File: src/sfd_pkg.sv
package sfd_pkg;

    // command opcodes
    localparam logic [7:0] CMD_SET_WRITE_LATCH   = 8'h06;
    localparam logic [7:0] CMD_CLEAR_WRITE_LATCH = 8'h04;
    localparam logic [7:0] CMD_STATUS_READ       = 8'h05;
    localparam logic [7:0] CMD_CONFIG_READ       = 8'h15;
    localparam logic [7:0] CMD_STATUS_WRITE      = 8'h01;
    localparam logic [7:0] CMD_PAUSE_A           = 8'h75;
    localparam logic [7:0] CMD_PAUSE_B           = 8'hb0;
    localparam logic [7:0] CMD_CONTINUE_A        = 8'h7a;
    localparam logic [7:0] CMD_CONTINUE_B        = 8'h30;
    localparam logic [7:0] CMD_DEEP_SLEEP        = 8'hb9;
    localparam logic [7:0] CMD_BURST_LENGTH      = 8'hc0;
    localparam logic [7:0] CMD_STD_ID_READ       = 8'h9f;
    localparam logic [7:0] CMD_LEGACY_SIGNATURE  = 8'hab;
    localparam logic [7:0] CMD_MAKER_DEVICE_READ = 8'h90;
    localparam logic [7:0] CMD_SECURE_ENTRY      = 8'hb1;
    localparam logic [7:0] CMD_SECURE_EXIT       = 8'hc1;
    localparam logic [7:0] CMD_SECURITY_READ     = 8'h2b;
    localparam logic [7:0] CMD_SECURITY_LOCK     = 8'h2f;
    localparam logic [7:0] CMD_NO_OPERATION      = 8'h00;
    localparam logic [7:0] CMD_SOFT_RESET_ARM    = 8'h66;
    localparam logic [7:0] CMD_SOFT_RESET        = 8'h99;

    // frame lengths in bytes, opcode included
    localparam logic [2:0] LEN_SINGLE     = 3'h1;
    localparam logic [2:0] LEN_BURST      = 3'h2;
    localparam logic [2:0] LEN_STATUS_MIN = 3'h2;
    localparam logic [2:0] LEN_STATUS_CFG = 3'h3;
    localparam logic [2:0] LEN_STATUS_MAX = 3'h4;
    localparam logic [2:0] LEN_ADDR_HDR   = 3'h4;
    localparam logic [2:0] LEN_NONE       = 3'h0;
    localparam logic [2:0] BYTE_CNT_MAX   = 3'h7;
    localparam logic [2:0] BIT_LAST       = 3'h7;
    localparam logic [1:0] ID_LAST_IDX    = 2'h2;

    // field positions and reset values
    localparam int         STS_BUSY_BIT    = 0;
    localparam int         STS_LATCH_BIT   = 1;
    localparam int         SEC_LOCK_BIT    = 1;
    localparam logic [7:0] STS_WRITE_MASK  = 8'hfc;
    localparam logic [7:0] STATUS_RST      = 8'h00;
    localparam logic [7:0] CFG1_RST        = 8'h00;
    localparam logic [7:0] CFG2_RST        = 8'h00;
    localparam logic [7:0] BURST_RST       = 8'h00;

    typedef enum logic [1:0]
    {
        PH_IDLE      = 2'b00,
        PH_SHIFT_IN  = 2'b01,
        PH_SHIFT_OUT = 2'b10
    } sfd_phase_t;

endpackage : sfd_pkg

File: src/sfd_decoder.sv
`timescale 1ns/100ps

// Summary of operation
// - opcode 06 sets the write latch flag; no further bytes.
// - opcode 04 clears the write latch flag; no further bytes.
// - after opcode 05 the status register shifts out.
// - after opcode 15 configuration one then configuration two shift out.
// - opcode 01 with one to three bytes loads status and configuration.
// - opcode 75 or b0 pauses a running program or erase.
// - opcode 7a or 30 lets the paused program or erase continue.
// - opcode b9 enters deep sleep.
// - opcode c0 plus exactly one byte stores the burst length.
// - opcode 9f returns maker code then the memory type and density code bytes.
// - opcode ab, three ignored bytes, then one signature byte.
// - opcode 90, two ignored bytes, one address byte, then codes.
// - address 00 gives maker code first, 01 gives device code first.
// - opcode b1 moves array accesses into the secured area.
// - opcode c1 returns array accesses to the main array.
// - opcode 2b shifts out the security register.
// - opcode 2f sets the lock-down bit, which then never changes.
// - soft reset needs arm opcode 66 completed before reset opcode 99.
// - any other command between arm and reset cancels the reset.
// - write-type commands ending off a byte boundary are rejected.
// - input sampled on rising clock, output driven on falling clock.
// - raising select during output ends the transfer.
// - program or erase start is ignored without the write latch flag.
module sfd_decoder
#(
    parameter logic [7:0] MAKER_CODE     = 8'h5a, // arbitrary value
    parameter logic [7:0] MEM_TYPE_CODE  = 8'h33, // arbitrary value
    parameter logic [7:0] DENSITY_CODE   = 8'h17, // arbitrary value
    parameter logic [7:0] DEVICE_CODE    = 8'h17, // arbitrary value
    parameter logic [7:0] SIGNATURE_CODE = 8'h17  // arbitrary value
)
(
    input  wire logic       i_clk_sys,
    input  wire logic       i_rst_n,
    input  wire logic       i_cs_n,
    input  wire logic       i_sclk,
    input  wire logic       i_si,
    input  wire logic       i_pe_busy,
    input  wire logic       i_pe_request,
    input  wire logic       i_pe_done,
    output logic            o_so,
    output logic            o_so_oe,
    output logic            o_write_latch_flag,
    output logic [7:0]      o_status_bits,
    output logic [7:0]      o_cfg1,
    output logic [7:0]      o_cfg2,
    output logic [7:0]      o_burst_len,
    output logic            o_pe_paused,
    output logic            o_deep_sleep,
    output logic            o_secure_area,
    output logic            o_lock_down,
    output logic            o_soft_reset,
    output logic            o_pe_start
);
    import sfd_pkg::*;

    logic       cs_n_s;
    logic       si_s;
    logic       sclk_rise;
    logic       sclk_fall;
    logic       cs_rise;

    sfd_pin_sync u_sync
    (
        .i_clk_sys   (i_clk_sys),
        .i_rst_n     (i_rst_n),
        .i_cs_n      (i_cs_n),
        .i_sclk      (i_sclk),
        .i_si        (i_si),
        .o_cs_n      (cs_n_s),
        .o_si        (si_s),
        .o_sclk_rise (sclk_rise),
        .o_sclk_fall (sclk_fall),
        .o_cs_rise   (cs_rise)
    );

    sfd_phase_t phase;
    sfd_phase_t next_phase;
    logic [2:0] bit_cnt;
    logic [2:0] next_bit_cnt;
    logic [2:0] byte_cnt;
    logic [2:0] next_byte_cnt;
    logic [7:0] in_shift;
    logic [7:0] next_in_shift;
    logic [7:0] opcode;
    logic [7:0] next_opcode;
    logic [7:0] val1;
    logic [7:0] next_val1;
    logic [7:0] val2;
    logic [7:0] next_val2;
    logic [7:0] val3;
    logic [7:0] next_val3;
    logic [1:0] out_idx;
    logic [1:0] next_out_idx;
    logic       next_so;
    logic       next_so_oe;
    logic       write_latch_flag;
    logic       next_wel;
    logic [7:0] stat;
    logic [7:0] next_stat;
    logic [7:0] next_cfg1;
    logic [7:0] next_cfg2;
    logic [7:0] next_burst;
    logic       next_paused;
    logic       next_deep;
    logic       next_secure;
    logic       next_lock;
    logic       arm;
    logic       next_arm;
    logic       next_soft_reset;
    logic       next_pe_start;
    logic [7:0] full_byte;
    logic [7:0] cur_op;
    logic [7:0] out_byte;
    logic       boundary_ok;

    function automatic logic [2:0] hdr_len(input logic [7:0] op);
        case (op)
            CMD_STATUS_READ, CMD_CONFIG_READ,
            CMD_STD_ID_READ, CMD_SECURITY_READ:          hdr_len = LEN_SINGLE;
            CMD_LEGACY_SIGNATURE, CMD_MAKER_DEVICE_READ: hdr_len = LEN_ADDR_HDR;
            default:                                     hdr_len = LEN_NONE;
        endcase
    endfunction : hdr_len

    function automatic logic [7:0] rd_byte(input logic [7:0] op, input logic [1:0] idx);
        logic [7:0] sts;
        logic [7:0] sec;
        sts = stat;
        sts[STS_LATCH_BIT] = write_latch_flag;
        sts[STS_BUSY_BIT]  = i_pe_busy;
        sec = 8'h00;
        sec[SEC_LOCK_BIT] = o_lock_down;
        case (op)
            CMD_STATUS_READ:       rd_byte = sts;
            CMD_CONFIG_READ:       rd_byte = idx[0] ? o_cfg2 : o_cfg1;
            CMD_STD_ID_READ:       rd_byte = (idx == 2'h0) ? MAKER_CODE :
                                             (idx == 2'h1) ? MEM_TYPE_CODE : DENSITY_CODE;
            CMD_LEGACY_SIGNATURE:  rd_byte = SIGNATURE_CODE;
            CMD_MAKER_DEVICE_READ: rd_byte = (idx[0] ^ val3[0]) ? DEVICE_CODE : MAKER_CODE;
            CMD_SECURITY_READ:     rd_byte = sec;
            default:               rd_byte = 8'h00;
        endcase
    endfunction : rd_byte

    always_comb
    begin
        next_phase      = phase;
        next_bit_cnt    = bit_cnt;
        next_byte_cnt   = byte_cnt;
        next_in_shift   = in_shift;
        next_opcode     = opcode;
        next_val1       = val1;
        next_val2       = val2;
        next_val3       = val3;
        next_out_idx    = out_idx;
        next_so         = o_so;
        next_so_oe      = o_so_oe;
        next_wel        = write_latch_flag;
        next_stat       = stat;
        next_cfg1       = o_cfg1;
        next_cfg2       = o_cfg2;
        next_burst      = o_burst_len;
        next_paused     = o_pe_paused;
        next_deep       = o_deep_sleep;
        next_secure     = o_secure_area;
        next_lock       = o_lock_down;
        next_arm        = arm;
        next_soft_reset = 1'b0;
        next_pe_start   = 1'b0;
        full_byte       = {in_shift[6:0], si_s};
        cur_op          = (byte_cnt == 3'h0) ? full_byte : opcode;
        out_byte        = rd_byte(opcode, out_idx);
        boundary_ok     = (bit_cnt == 3'h0) && (phase == PH_SHIFT_IN);

        // program or erase start only with the latch set
        if (i_pe_request && write_latch_flag && !o_pe_paused)
        begin
            next_pe_start = 1'b1;
        end
        if (i_pe_done)
        begin
            next_wel = 1'b0;
        end

        if (cs_n_s)
        begin
            next_phase    = PH_IDLE;
            next_bit_cnt  = 3'h0;
            next_byte_cnt = 3'h0;
            next_out_idx  = 2'h0;
            next_so_oe    = 1'b0;
            if (cs_rise && byte_cnt != 3'h0)
            begin
                if (opcode != CMD_SOFT_RESET_ARM)
                begin
                    next_arm = 1'b0;
                end
                if (o_deep_sleep && opcode == CMD_LEGACY_SIGNATURE)
                begin
                    next_deep = 1'b0;
                end
                if (boundary_ok && !o_deep_sleep)
                begin
                    case (opcode)
                        CMD_SET_WRITE_LATCH:
                            if (byte_cnt == LEN_SINGLE) next_wel = 1'b1;
                        CMD_CLEAR_WRITE_LATCH:
                            if (byte_cnt == LEN_SINGLE) next_wel = 1'b0;
                        CMD_STATUS_WRITE:
                            if (byte_cnt >= LEN_STATUS_MIN && byte_cnt <= LEN_STATUS_MAX && write_latch_flag && !i_pe_busy)
                            begin
                                next_stat = val1 & STS_WRITE_MASK;
                                if (byte_cnt >= LEN_STATUS_CFG) next_cfg1 = val2;
                                if (byte_cnt == LEN_STATUS_MAX) next_cfg2 = val3;
                                next_wel = 1'b0;
                            end
                        CMD_PAUSE_A, CMD_PAUSE_B:
                            if (byte_cnt == LEN_SINGLE)
                            begin
                                if (i_pe_busy) next_paused = 1'b1;
                                next_wel = 1'b0;
                            end
                        CMD_CONTINUE_A, CMD_CONTINUE_B:
                            if (byte_cnt == LEN_SINGLE) next_paused = 1'b0;
                        CMD_DEEP_SLEEP:
                            if (byte_cnt == LEN_SINGLE) next_deep = 1'b1;
                        CMD_BURST_LENGTH:
                            if (byte_cnt == LEN_BURST) next_burst = val1;
                        CMD_SECURE_ENTRY:
                            if (byte_cnt == LEN_SINGLE) next_secure = 1'b1;
                        CMD_SECURE_EXIT:
                            if (byte_cnt == LEN_SINGLE) next_secure = 1'b0;
                        CMD_SECURITY_LOCK:
                            if (byte_cnt == LEN_SINGLE)
                            begin
                                next_lock = 1'b1;
                                next_wel  = 1'b0;
                            end
                        CMD_SOFT_RESET_ARM:
                            if (byte_cnt == LEN_SINGLE) next_arm = 1'b1;
                            else next_arm = 1'b0;
                        CMD_SOFT_RESET:
                            if (byte_cnt == LEN_SINGLE && arm)
                            begin
                                next_soft_reset = 1'b1;
                                next_wel        = 1'b0;
                                next_paused     = 1'b0;
                                next_secure     = 1'b0;
                                next_burst      = BURST_RST;
                            end
                        default:
                            next_wel = next_wel;
                    endcase
                end
            end
        end
        else
        begin
            if (phase == PH_IDLE)
            begin
                next_phase = PH_SHIFT_IN;
            end
            // msb first, sampled on the rising clock
            if (sclk_rise && phase != PH_SHIFT_OUT)
            begin
                next_in_shift = full_byte;
                next_bit_cnt  = bit_cnt + 3'h1;
                if (bit_cnt == BIT_LAST)
                begin
                    case (byte_cnt)
                        3'h0:    next_opcode = full_byte;
                        3'h1:    next_val1   = full_byte;
                        3'h2:    next_val2   = full_byte;
                        3'h3:    next_val3   = full_byte;
                        default: next_val3   = val3;
                    endcase
                    next_byte_cnt = (byte_cnt == BYTE_CNT_MAX) ? BYTE_CNT_MAX : byte_cnt + 3'h1;
                    if ((!o_deep_sleep || cur_op == CMD_LEGACY_SIGNATURE) &&
                        hdr_len(cur_op) == byte_cnt + 3'h1)
                    begin
                        next_phase   = PH_SHIFT_OUT;
                        next_out_idx = 2'h0;
                    end
                end
            end
            // output bits change on the falling clock
            if (sclk_fall && phase == PH_SHIFT_OUT)
            begin
                next_so      = out_byte[BIT_LAST - bit_cnt];
                next_so_oe   = 1'b1;
                next_bit_cnt = bit_cnt + 3'h1;
                if (bit_cnt == BIT_LAST)
                begin
                    next_out_idx = (opcode == CMD_STD_ID_READ && out_idx == ID_LAST_IDX) ?
                                   2'h0 : out_idx + 2'h1;
                end
            end
        end
    end

    always_ff @(posedge i_clk_sys)
    begin
        if (!i_rst_n)
        begin
            phase         <= PH_IDLE;
            bit_cnt       <= 3'h0;
            byte_cnt      <= 3'h0;
            in_shift      <= 8'h00;
            opcode        <= 8'h00;
            val1          <= 8'h00;
            val2          <= 8'h00;
            val3          <= 8'h00;
            out_idx       <= 2'h0;
            o_so          <= 1'b0;
            o_so_oe       <= 1'b0;
            write_latch_flag           <= 1'b0;
            stat          <= STATUS_RST;
            o_cfg1        <= CFG1_RST;
            o_cfg2        <= CFG2_RST;
            o_burst_len   <= BURST_RST;
            o_pe_paused   <= 1'b0;
            o_deep_sleep  <= 1'b0;
            o_secure_area <= 1'b0;
            o_lock_down   <= 1'b0;
            arm           <= 1'b0;
            o_soft_reset  <= 1'b0;
            o_pe_start    <= 1'b0;
        end
        else
        begin
            phase         <= next_phase;
            bit_cnt       <= next_bit_cnt;
            byte_cnt      <= next_byte_cnt;
            in_shift      <= next_in_shift;
            opcode        <= next_opcode;
            val1          <= next_val1;
            val2          <= next_val2;
            val3          <= next_val3;
            out_idx       <= next_out_idx;
            o_so          <= next_so;
            o_so_oe       <= next_so_oe;
            write_latch_flag           <= next_wel;
            stat          <= next_stat;
            o_cfg1        <= next_cfg1;
            o_cfg2        <= next_cfg2;
            o_burst_len   <= next_burst;
            o_pe_paused   <= next_paused;
            o_deep_sleep  <= next_deep;
            o_secure_area <= next_secure;
            o_lock_down   <= next_lock;
            arm           <= next_arm;
            o_soft_reset  <= next_soft_reset;
            o_pe_start    <= next_pe_start;
        end
    end

    assign o_write_latch_flag = write_latch_flag;
    assign o_status_bits      = stat;
endmodule : sfd_decoder

File: src/sfd_pin_sync.sv
`timescale 1ns/100ps

module sfd_pin_sync
(
    input  wire logic i_clk_sys,
    input  wire logic i_rst_n,
    input  wire logic i_cs_n,
    input  wire logic i_sclk,
    input  wire logic i_si,
    output logic      o_cs_n,
    output logic      o_si,
    output logic      o_sclk_rise,
    output logic      o_sclk_fall,
    output logic      o_cs_rise
);
    import sfd_pkg::*;

    logic [2:0] meta;
    logic [2:0] stable;
    logic [1:0] prev;
    logic [2:0] next_meta;
    logic [2:0] next_stable;
    logic [1:0] next_prev;

    // order: cs_n, sclk, si; edges compare the second stage with its delayed copy in prev
    always_comb
    begin
        next_meta   = {i_cs_n, i_sclk, i_si};
        next_stable = meta;
        next_prev   = stable[2:1];
    end

    always_ff @(posedge i_clk_sys)
    begin
        if (!i_rst_n)
        begin
            meta   <= 3'h4;
            stable <= 3'h4;
            prev   <= 2'h2;
        end
        else
        begin
            meta   <= next_meta;
            stable <= next_stable;
            prev   <= next_prev;
        end
    end

    assign o_cs_n      = stable[2];
    assign o_si        = stable[0];
    assign o_sclk_rise = stable[1] & ~prev[0];
    assign o_sclk_fall = ~stable[1] & prev[0];
    assign o_cs_rise   = stable[2] & ~prev[1];

endmodule : sfd_pin_sync

File: config.mk
export PLATFORM = sky130hd
export DESIGN_NAME = sfd_decoder
export DESIGN_NICKNAME = d
export VERILOG_FILES = /design/src/sfd_pkg.sv /design/src/sfd_decoder.sv /design/src/sfd_pin_sync.sv
export SDC_FILE = /design/constraint.sdc
export NUM_CORES = 1
export LEC_CHECK = 0
export ABC_AREA = 0
export BUFFER_PORTS_ARGS = -buffer_cell sky130_fd_sc_hd__buf_4
export CAP_MARGIN = 25
export CORE_ASPECT_RATIO = 0.7
export CORE_MARGIN = 5
export CORE_UTILIZATION = 31
export DETAILED_ROUTE_END_ITERATION = 7
export HOLD_SLACK_MARGIN = 0.06
export PLACE_DENSITY = 0.52
export SLEW_MARGIN = 10
export SYNTH_ARGS = -nofsm -noshare
export SYNTH_HDL_FRONTEND = slang
export SYNTH_SLANG_ARGS = --single-unit
File: constraint.sdc
create_clock -name i_clk_sys -period 2.1 [get_ports i_clk_sys]
set_clock_uncertainty 0.05 [all_clocks]
set_input_delay 0.21 -clock i_clk_sys [delete_from_list [all_inputs] [get_ports i_clk_sys]]
set_output_delay 0.21 -clock i_clk_sys [all_outputs]
set_load 0.005 [all_outputs]
==> results.toml, run 1 <==
[outcome]
status = "finished, violations left"
failed_checks = "setup timing"

[global_routing]
met3_usage = 0.0423
overflow = 0
grt_util_all_layers = 0.165
met2_usage = 0.242
busiest_layer = "met2"
grt_pass1_wl_um = 23800
use_met1 = 0.236
first_global_vias = 4354
grt_max_degree = 56
antenna_found_initial = 0

[die]
core_region_area_mm2 = 0.0155
dieWidth_um = 160
io_pins = 49
die_area_mm2 = 0.0184
rows = 38
start_util = 0.316
fp.dieH_um = 115

[setup_path]
endpoint_kind = "flip-flop"
path_cells = "inv_4 > ha_4 > nand2b_4 > buf_8 > or3_4 > a221oi_4 > a22o_1 > nor2_1 > o211ai_1 > a21oi_1"
worstSetupStartpointType = "flip-flop"
required_ps = 2280
slowest_delay_ps = 360
path_class = "flip-flop to flip-flop"
critPathSlowestCell = "dfxtp_4"
critPathMaxFanout = 5
crit_arrival_ps = 2310

[final_layout]
fin_nets = 676
final_cell_mix = "buf_4, dfxtp_1, mux2i_1"
final_common_cell = "buf_4"
antennaDiodeCount = 0
nFillCells = 1503
drive_gt1_frac = 0.297
area_delta_synth_final_pct = 34.5

[yosys]
synth-simple-area-share = 0.287
ys_types = 64
synthAdderAreaFrac = 0.0257
syn_area_per_cell_um2 = 8.88
yosys_register_bits = 97
async_flop_share = 0
synth_warnings = 0
syn-cell-area_mm2 = 0.00488
synthCells = 549
ys_seq_area_frac = 0.398
synth_edf_count = 0
synth_top_family_by_area = "simple AND/OR/NAND/NOR gates"
synth_xor_area_frac = 0.00359
synthMuxAreaShare = 0.119
synth-compound-area-share = 0.124
synth_ff_type = "dfxtp_1"

[detailed_routing]
via_count = 4378
ant_nets = 0
vias_per_cell = 5.07
drt_iter0_markers = 365
drc = 0
dr.pass1.iters = 4
routed_wl_um = 15200
wl_per_cell_um = 17.6

[clocking]
cts_root_buf = "clkbuf_16"
insertion_delay_ps = 360
htree_levels = 3
cts.sinks = 97
numCtsBuffers = 9
cts_tree = "built"
cts_buffer_depth = 2
clk_pin_slew_ps = 70

[placed_design]
dp_slack_ps = -96.3
portBuffers = 46
gp_congestion = 0.860
dp_hpwl_um = 11300

[sta]
finalCritPeriodShare = 1.02
min_period_ps = 2130
clock.fmax_mhz = 469
rsz0062_at_grt = "true"
setup_ws_ps = -32.4
setup-violations-final = 2
fin_tns_setup_ps = -58.1
hold_ws_ps = 92.6
final_max_slew_viol_count = 0
hold_viol_final = 0

[power_and_ir_drop]
peakVddDrop_uv = 421
powerDensity_mw_per_mm2 = 562
p_leak_uw = 0.00259

[run]
maxCapViolCount = 0

[min_path]
min_path_type = "input pin to flip-flop"
-- report_power, final --
| group | total [µW] | internal (µW) | switching, µW |
|---|---|---|---|
| Combinational | 81.6 | 43.4 | 38.2 |
| Clock | 1760 | 950 | 806 |
| Sequential | 1850 | 1840 | 5.23 |
| Total | 3690 | 2840 | 849 |
-- state kept, by name, indices dropped and copies added, names as in the netlist, 3 cells and up --
signal,count
byte_cnt,3
val2,8
o_cfg2,8
u_sync.meta,3
val3,8
opcode,8
o_burst_len,8
u_sync.stable,3
o_cfg1,8
in_shift,7
val1,8
bit_cnt,3
o_status_bits,6
-- metal layers --
layer	wire length [µm]	vias up
met5	0	-
met4	232	0
met3	921	21
met2	6430	107
met1	7620	2092
li1	-	2158
-- critical path, delay by kind of cell (launching register included) --
family          cells  cell delay, ps
compound gates      4             740
flops               1             360
simple gates        3             490
buf+inv             2             200
fa+ha+maj           1             160
-- cells in the mapped netlist (3+ instances only) --
cell type,instances,share of area
and2_1,10,0.013
a21oi_1,11,0.011
nor4_1,3,0.0038
nand4_1,8,0.010
or3_1,4,0.0051
ha_1,10,0.026
nand2b_1,6,0.0077
o22ai_1,3,0.0038
and4_1,3,0.0054
and3_1,5,0.0064
nor4b_1,3,0.0054
nor2b_1,54,0.069
dfxtp_1,97,0.40
mux2i_1,57,0.12
nor3b_1,4,0.0062
buf_2,8,0.0082
nor2_1,36,0.028
nand3_1,37,0.038
a211oi_1,6,0.0092
nand2_1,45,0.035
nor3_1,5,0.0051
inv_1,10,0.0077
a31oi_1,3,0.0038
and4b_1,6,0.012
clkbuf_1,28,0.022
o21ai_0,12,0.012
a21boi_0,25,0.038
o21a_1,4,0.0062
-- what timing repair did --
action                                  in CTS  in global routing
resized for setup                           20                 29
endpoints found under the setup margin      17                 51
hold buffers                                 3                  0
pin swaps                                    7                 18
endpoints found under the hold margin        3                  0
cloned                                       0                  1
setup buffers                               10                  3
-- final cells by class --
| cell class | count | area (µm²) | area share |
|---|---|---|---|
| repair buffers | 136 | 1090 | 0.167 |
| clock buffers | 9 | 225 | 0.0344 |
| flip-flops and latches | 97 | 1950 | 0.298 |
| multi-input cells | 404 | 2910 | 0.444 |
| clock inverters | 7 | 83.8 | 0.0128 |
| well taps | 200 | 250 | 0.0382 |
| inverters | 10 | 40.0 | 0.00611 |
-- worst paths after layout --
kind | from | to | slack [ps] | cells after the start
worst min-delay path | i_pe_request | o_pe_start | 90 | 2
worst min register to register | u_sync.meta[2] | u_sync.stable[2] | 360 | 1
worst max-delay path | byte_cnt[0] | out_idx[1] | -30 | 10
worst max register to register | byte_cnt[0] | out_idx[1] | -30 | 10
-- cell families (layout without fill, tap and decap cells) --
| logic type | count (synthesis) | in the layout |
|---|---|---|
| AO/OA/AOI/OAI | 86 | 86 |
| XOR/XNOR | 2 | 2 |
| adder cells (fa/ha/maj) | 10 | 10 |
| buffers and inverters | 49 | 162 |
| flip-flops | 97 | 97 |
| multiplexers | 58 | 58 |
| other | 1 | 2 |
| AND/OR/NAND/NOR | 246 | 246 |
-- stage by stage --
stage | total power [µW] | area, µm² | std cells | utilization
after CTS | 3730 | 6410 | 860 | 0.415
after floorplan | 1940 | 4910 | 550 | -
after detailed placement | 1970 | 5920 | 831 | 0.383
final | 3690 | 6560 | 863 | 0.424
after global routing | 3820 | 6560 | 863 | 0.424
after global placement | 1970 | 5920 | 831 | 0.383
Note: power is estimated with default switching activity, not from simulation.
==> run 2: changes to the inputs <==
--- a/config.mk
+++ b/config.mk
@@ -6,14 +6,17 @@
 export NUM_CORES = 1
 export LEC_CHECK = 0
 export ABC_AREA = 0
+export ABC_CLOCK_PERIOD_IN_PS = 2100
 export BUFFER_PORTS_ARGS = -buffer_cell sky130_fd_sc_hd__buf_4
 export CAP_MARGIN = 25
+export CELL_PAD_IN_SITES_DETAIL_PLACEMENT = 0
+export CELL_PAD_IN_SITES_GLOBAL_PLACEMENT = 2
 export CORE_ASPECT_RATIO = 0.7
 export CORE_MARGIN = 5
 export CORE_UTILIZATION = 31
 export DETAILED_ROUTE_END_ITERATION = 7
 export HOLD_SLACK_MARGIN = 0.06
-export PLACE_DENSITY = 0.52
+export PLACE_DENSITY = 0.75
 export SLEW_MARGIN = 10
 export SYNTH_ARGS = -nofsm -noshare
 export SYNTH_HDL_FRONTEND = slang
==> run 2 against run 1 <==
Net effect: the flow still finishes with violations (setup timing); sequential power about the same; combinational power down 2%; clock-buffer cell count unchanged; cell count up 1.2%; worst hold slack worse by 8.5 ps; core utilization up 1.0 points; non-clock buffer count up 10; critical path depth unchanged; global-route usage up 0.68 points.
==> results.toml, run 2 (synthesis gave the netlist of run 1 again) <==
[sta]
final_max_slew_viol_count = 0
min_period_ps = 2270
fin_tns_setup_ps = -1030
max_slew_margin = 0.511
clock.fmax_mhz = 441
finalCritPeriodShare = 1.08
setup-violations-final = 12
rsz0062_at_grt = "true"
setup_ws_ps = -170
hold_viol_final = 0
hold_ws_ps = 84.1
worst_slew_pin_slew_ps = 734

[clocking]
htree_levels = 3
clk_pin_slew_ps = 70
cts_buffer_depth = 2
cts_root_buf = "clkbuf_16"
insertion_delay_ps = 350
numCtsBuffers = 9
cts_tree = "built"
cts.sinks = 97

[power_and_ir_drop]
switchingPower_uw = 874
powerDensity_mw_per_mm2 = 538
p_comb_frac = 0.022
p_clk_frac = 0.466
switching_share = 0.242
peakVddDrop_uv = 371
internal_power_uw = 2740
seqPwrFrac = 0.512
p_leak_uw = 0.00263

[global_routing]
antenna_found_initial = 0
grt_util_all_layers = 0.171
first_global_vias = 4531
grt_pass1_wl_um = 24900
grt_max_degree = 86
overflow = 0

[final_layout]
stdcell_area_mm2 = 0.00671
drive_gt1_frac = 0.312
final_cell_mix = "buf_4, dfxtp_1, mux2i_1"
seqCellArea_mm2 = 0.00195
fin_nets = 686
final_common_cell = "buf_4"
fin_util = 0.434
area_delta_synth_final_pct = 37.7
multi_input_area_mm2 = 0.00299
antennaDiodeCount = 0
nFillCells = 1490

[detailed_routing]
vias_per_cell = 5.08
via_count = 4439
dr.pass1.iters = 5
routed_wl_um = 15800
drt_iter0_markers = 288
ant_nets = 0
wl_per_cell_um = 18.1
drc = 0

[setup_path]
crit_arrival_ps = 2470
rr_startpoint = "byte_cnt[0]"
r2r-end = "phase[1]"
crit_end = "phase[1]"
required_ps = 2300
path_class = "flip-flop to flip-flop"
worstSetupStartpointType = "flip-flop"
reg2regPathDepth = 10
endpoint_kind = "flip-flop"
critPathLaunch = "byte_cnt[0]"
critPathMaxFanout = 5
r2r_slack_ps = -170

[die]
core_region_area_mm2 = 0.0155
start_util = 0.316
rows = 38
dieWidth_um = 160
fp.dieH_um = 115
die_area_mm2 = 0.0184
io_pins = 49

[outcome]
status = "finished, violations left"
failed_checks = "setup timing"

[min_path]
hold_depth = 2
min_path_type = "input pin to flip-flop"

[placed_design]
dp_hpwl_um = 11600
portBuffers = 46
gp_congestion = 0.868
dp_slack_ps = -394
place_area_mm2 = 0.00603

[run]
maxCapViolCount = 0
run 2: worst min path at each step:
stage	start	endpoint	slack, ps
2_1_floorplan	i_cs_n	u_sync.meta[2]	260
3_3_place_gp	i_cs_n	u_sync.meta[2]	350
3_5_place_dp	i_cs_n	u_sync.meta[2]	350
4_1_cts	i_pe_request	o_pe_start	80
5_1_grt	i_pe_request	o_pe_start	80
6_report	i_pe_request	o_pe_start	80
run 2: per-layer routing:
| layer | global-route usage | vias to the layer above | wire, µm |
|---|---|---|---|
| li1 | - | 2177 | - |
| met1 | 0.255 | 2129 | 8070 |
| met2 | 0.258 | 116 | 6620 |
| met3 | 0.0351 | 17 | 919 |
| met4 | 0.0332 | 0 | 154 |
| met5 | 0 | - | 0 |
run 2: cell type report:
class                   instances  area share
inverters                      10     0.00596
well taps                     200      0.0373
clock inverters                 7      0.0116
flip-flops and latches         97       0.290
multi-input cells             404       0.445
clock buffers                   9      0.0336
repair buffers                146       0.177
run 2: through the flow:
step	power [µW]	std cells
3_3_place_gp	1970	841
3_5_place_dp	1970	841
5_1_grt	3730	873
2_1_floorplan	1940	550
4_1_cts	3660	867
6_report	3610	873
run 2: power groups by stage:
| stage | Combinational [µW] | Clock, µW | Sequential [µW] |
|---|---|---|---|
| CTS | 78.8 | 1740 | 1850 |
| finish | 79.8 | 1680 | 1850 |
| global route | 86.8 | 1790 | 1850 |
| global placement | 72.9 | 0 | 1890 |
| detailed placement | 73.8 | 0 | 1890 |
| floorplan | 50.3 | 0 | 1890 |
run 2: timing repair:
action	in CTS	in global routing
cloned	1	0
gates resized for setup	25	35
endpoints found under the setup margin	16	48
setup buffers	6	6
hold endpoints to repair	3	0
hold buffers	3	0
pin swaps	9	13
run 2: worst max-delay path: stages, from the launching register on:
cell and delay, ps:
dfxtp_2 360, inv_4 40, ha_4 190, nand2b_4 100, buf_6 140, mux2_4 300
o22ai_2 210, a32oi_4 170, mux2i_2 290, nor2_2 100, o21a_1 190
==> run 3: changes to the inputs <==
--- a/config.mk
+++ b/config.mk
@@ -6,7 +6,7 @@
 export NUM_CORES = 1
 export LEC_CHECK = 0
 export ABC_AREA = 0
-export ABC_CLOCK_PERIOD_IN_PS = 2100
+export ABC_CLOCK_PERIOD_IN_PS = 2700
 export BUFFER_PORTS_ARGS = -buffer_cell sky130_fd_sc_hd__buf_4
 export CAP_MARGIN = 25
 export CELL_PAD_IN_SITES_DETAIL_PLACEMENT = 0
@@ -16,7 +16,7 @@
 export CORE_UTILIZATION = 31
 export DETAILED_ROUTE_END_ITERATION = 7
 export HOLD_SLACK_MARGIN = 0.06
-export PLACE_DENSITY = 0.75
+export PLACE_DENSITY = 0.72
 export SLEW_MARGIN = 10
 export SYNTH_ARGS = -nofsm -noshare
 export SYNTH_HDL_FRONTEND = slang
==> constraint.sdc (replaced) <==
create_clock -name i_clk_sys -period 2.7 [get_ports i_clk_sys]
set_clock_uncertainty 0.05 [all_clocks]
set_input_delay 0.27 -clock i_clk_sys [delete_from_list [all_inputs] [get_ports i_clk_sys]]
set_output_delay 0.27 -clock i_clk_sys [all_outputs]
set_load 0.005 [all_outputs]
==> run 3 against run 2 <==
Net effect: design area down 12%; the flow now finishes without violations; highest routed layer unchanged; via count is 5.9% lower; sequential share of layout area increased by 3.9 points.
==> results.toml, run 3 (synthesis gave the netlist of run 1 again) <==
[outcome]
status = "finished clean"

[run]
maxCapViolCount = 0

[final_layout]
seqCellArea_mm2 = 0.00194
stdcell_area_mm2 = 0.00591
fin_nets = 622
final_cell_mix = "dfxtp_1, buf_4, mux2i_1"
drive_gt1_frac = 0.189
final_common_cell = "dfxtp_1"
multi_input_area_mm2 = 0.00276
finalNonFillerCells = 809
antennaDiodeCount = 0
nFillCells = 1571
fin_util = 0.383
area_delta_synth_final_pct = 21.2

[setup_path]
endpoint_kind = "flip-flop"
cp_common_cell = "nor2_1"
r2r_slack_ps = 240
critPathSlowestCell = "dfxtp_2"
reg2regPathDepth = 10
path_cells = "inv_1 > ha_1 > nand2b_1 > buf_4 > or3_1 > a221oi_2 > nor4_1 > nor2_1 > nor2_1 > o21a_1"
path_class = "flip-flop to flip-flop"
rr_startpoint = "byte_cnt[1]"
required_ps = 2900
slowest_delay_ps = 360
r2r-end = "phase[1]"
worstSetupStartpointType = "flip-flop"
critPathMaxFanout = 10
crit_arrival_ps = 2660

[clocking]
clk_pin_slew_ps = 70
insertion_delay_ps = 360
cts.sinks = 97
numCtsBuffers = 9
cts_tree = "built"
cts_setup_buffers = 0
htree_levels = 3
cts_root_buf = "clkbuf_16"
cts_buffer_depth = 2

[placed_design]
portBuffers = 46
place_inst = 792
dp_hpwl_um = 11000
place_area_mm2 = 0.00557
gp_congestion = 0.886

[sta]
clock.fmax_mhz = 407
rsz0062_at_grt = "false"
hold_ws_ps = 75.8
fin_tns_setup_ps = 0
min_period_ps = 2460
worst_slew_pin_slew_ps = 653
finalCritPeriodShare = 0.910
setup-violations-final = 0
hold_viol_final = 0
final_max_slew_viol_count = 0
max_slew_margin = 0.564

[global_routing]
overflow = 0
grt_util_all_layers = 0.165
grt_max_degree = 55
first_global_vias = 4045
grt_pass1_wl_um = 23700
antenna_found_initial = 0

[power_and_ir_drop]
internal_power_uw = 2150
powerDensity_mw_per_mm2 = 477
peakVddDrop_uv = 258
p_comb_frac = 0.020
switchingPower_uw = 674
seqPwrFrac = 0.510
switching_share = 0.239
p_leak_uw = 0.00225
p_clk_frac = 0.470

[die]
core_region_area_mm2 = 0.0155
start_util = 0.316
die_area_mm2 = 0.0184
io_pins = 49
fp.dieH_um = 115
rows = 38
dieWidth_um = 160

[min_path]
min_path_type = "input pin to flip-flop"
hp-start = "i_si"
hold_depth = 2
min_to = "u_sync.meta[0]"

[detailed_routing]
via_count = 4175
wl_per_cell_um = 18.4
drt_iter0_markers = 334
routed_wl_um = 14900
ant_nets = 0
drc = 0
vias_per_cell = 5.16
dr.pass1.iters = 4
[run 3: cell count changes in the layout (fill, tap and decap cells not counted), moves of 3 or more]
| cell | change |
|---|---|
| nor4_1 | +3 |
| buf_12 | -5 |
| inv_1 | +3 |
| buf_4 | -51 |
| nor2b_1 | +4 |
| a21boi_0 | +5 |
| buf_6 | -6 |
| a21boi_1 | -5 |
[run 3: area by class of cell]
cell class | instances | share of cell area
Multi-Input combinational cell | 404 | 0.466
Tap cell | 200 | 0.0423
Timing Repair Buffer | 82 | 0.105
Sequential cell | 97 | 0.329
Clock buffer | 10 | 0.0404
Inverter | 10 | 0.00635
Clock inverter | 6 | 0.0114
[run 3: power by group through the flow]
stage	Clock (µW)	Sequential [µW]	Combinational (µW)
2_1_floorplan	0	1470	39.1
3_3_place_gp	0	1470	55.1
3_5_place_dp	0	1470	56.0
4_1_cts	1380	1440	57.2
5_1_grt	1440	1440	61.7
6_report	1320	1440	55.8
[run 3: how the worst max path moves through the flow]
stage / from / endpoint / slack, ps
after floorplan: byte_cnt[0] / o_cfg2[0] / 380
after global placement: byte_cnt[1] / out_idx[0] / 110
after detailed placement: byte_cnt[1] / out_idx[0] / 90
after CTS: byte_cnt[1] / out_idx[0] / 90
after global routing: byte_cnt[1] / out_idx[0] / 60
final: byte_cnt[1] / phase[1] / 240
[run 3: metal layers]
layer | track usage | up-vias | share of wire
met3 | 0.0408 | 13 | 0.053
met5 | 0 | - | 0
met2 | 0.230 | 105 | 0.41
met4 | 0.0481 | 0 | 0.012
met1 | 0.249 | 2012 | 0.52
li1 | - | 2045 | -
[run 3: through the flow]
step,setup slack [ps],total power [µW]
6_report,243,2820
5_1_grt,63.3,2940
4_1_cts,92.0,2870
3_5_place_dp,93.4,1530
3_3_place_gp,110,1530
2_1_floorplan,378,1510
[run 3: worst max-delay path: cells and delay by family, from the launching register on]
kind	cells	cell delay [ps]
buffers and inverters	2	290
adder cells (fa/ha/maj)	1	210
flip-flops	1	360
AND/OR/NAND/NOR	5	910
AO/OA/AOI/OAI	2	520
[run 3: what timing repair did]
item / in CTS / in global routing
hold buffers: 1 / 0
resized for setup: 0 / 5
setup endpoints to repair: 0 / 6
hold endpoints to repair: 1 / 0
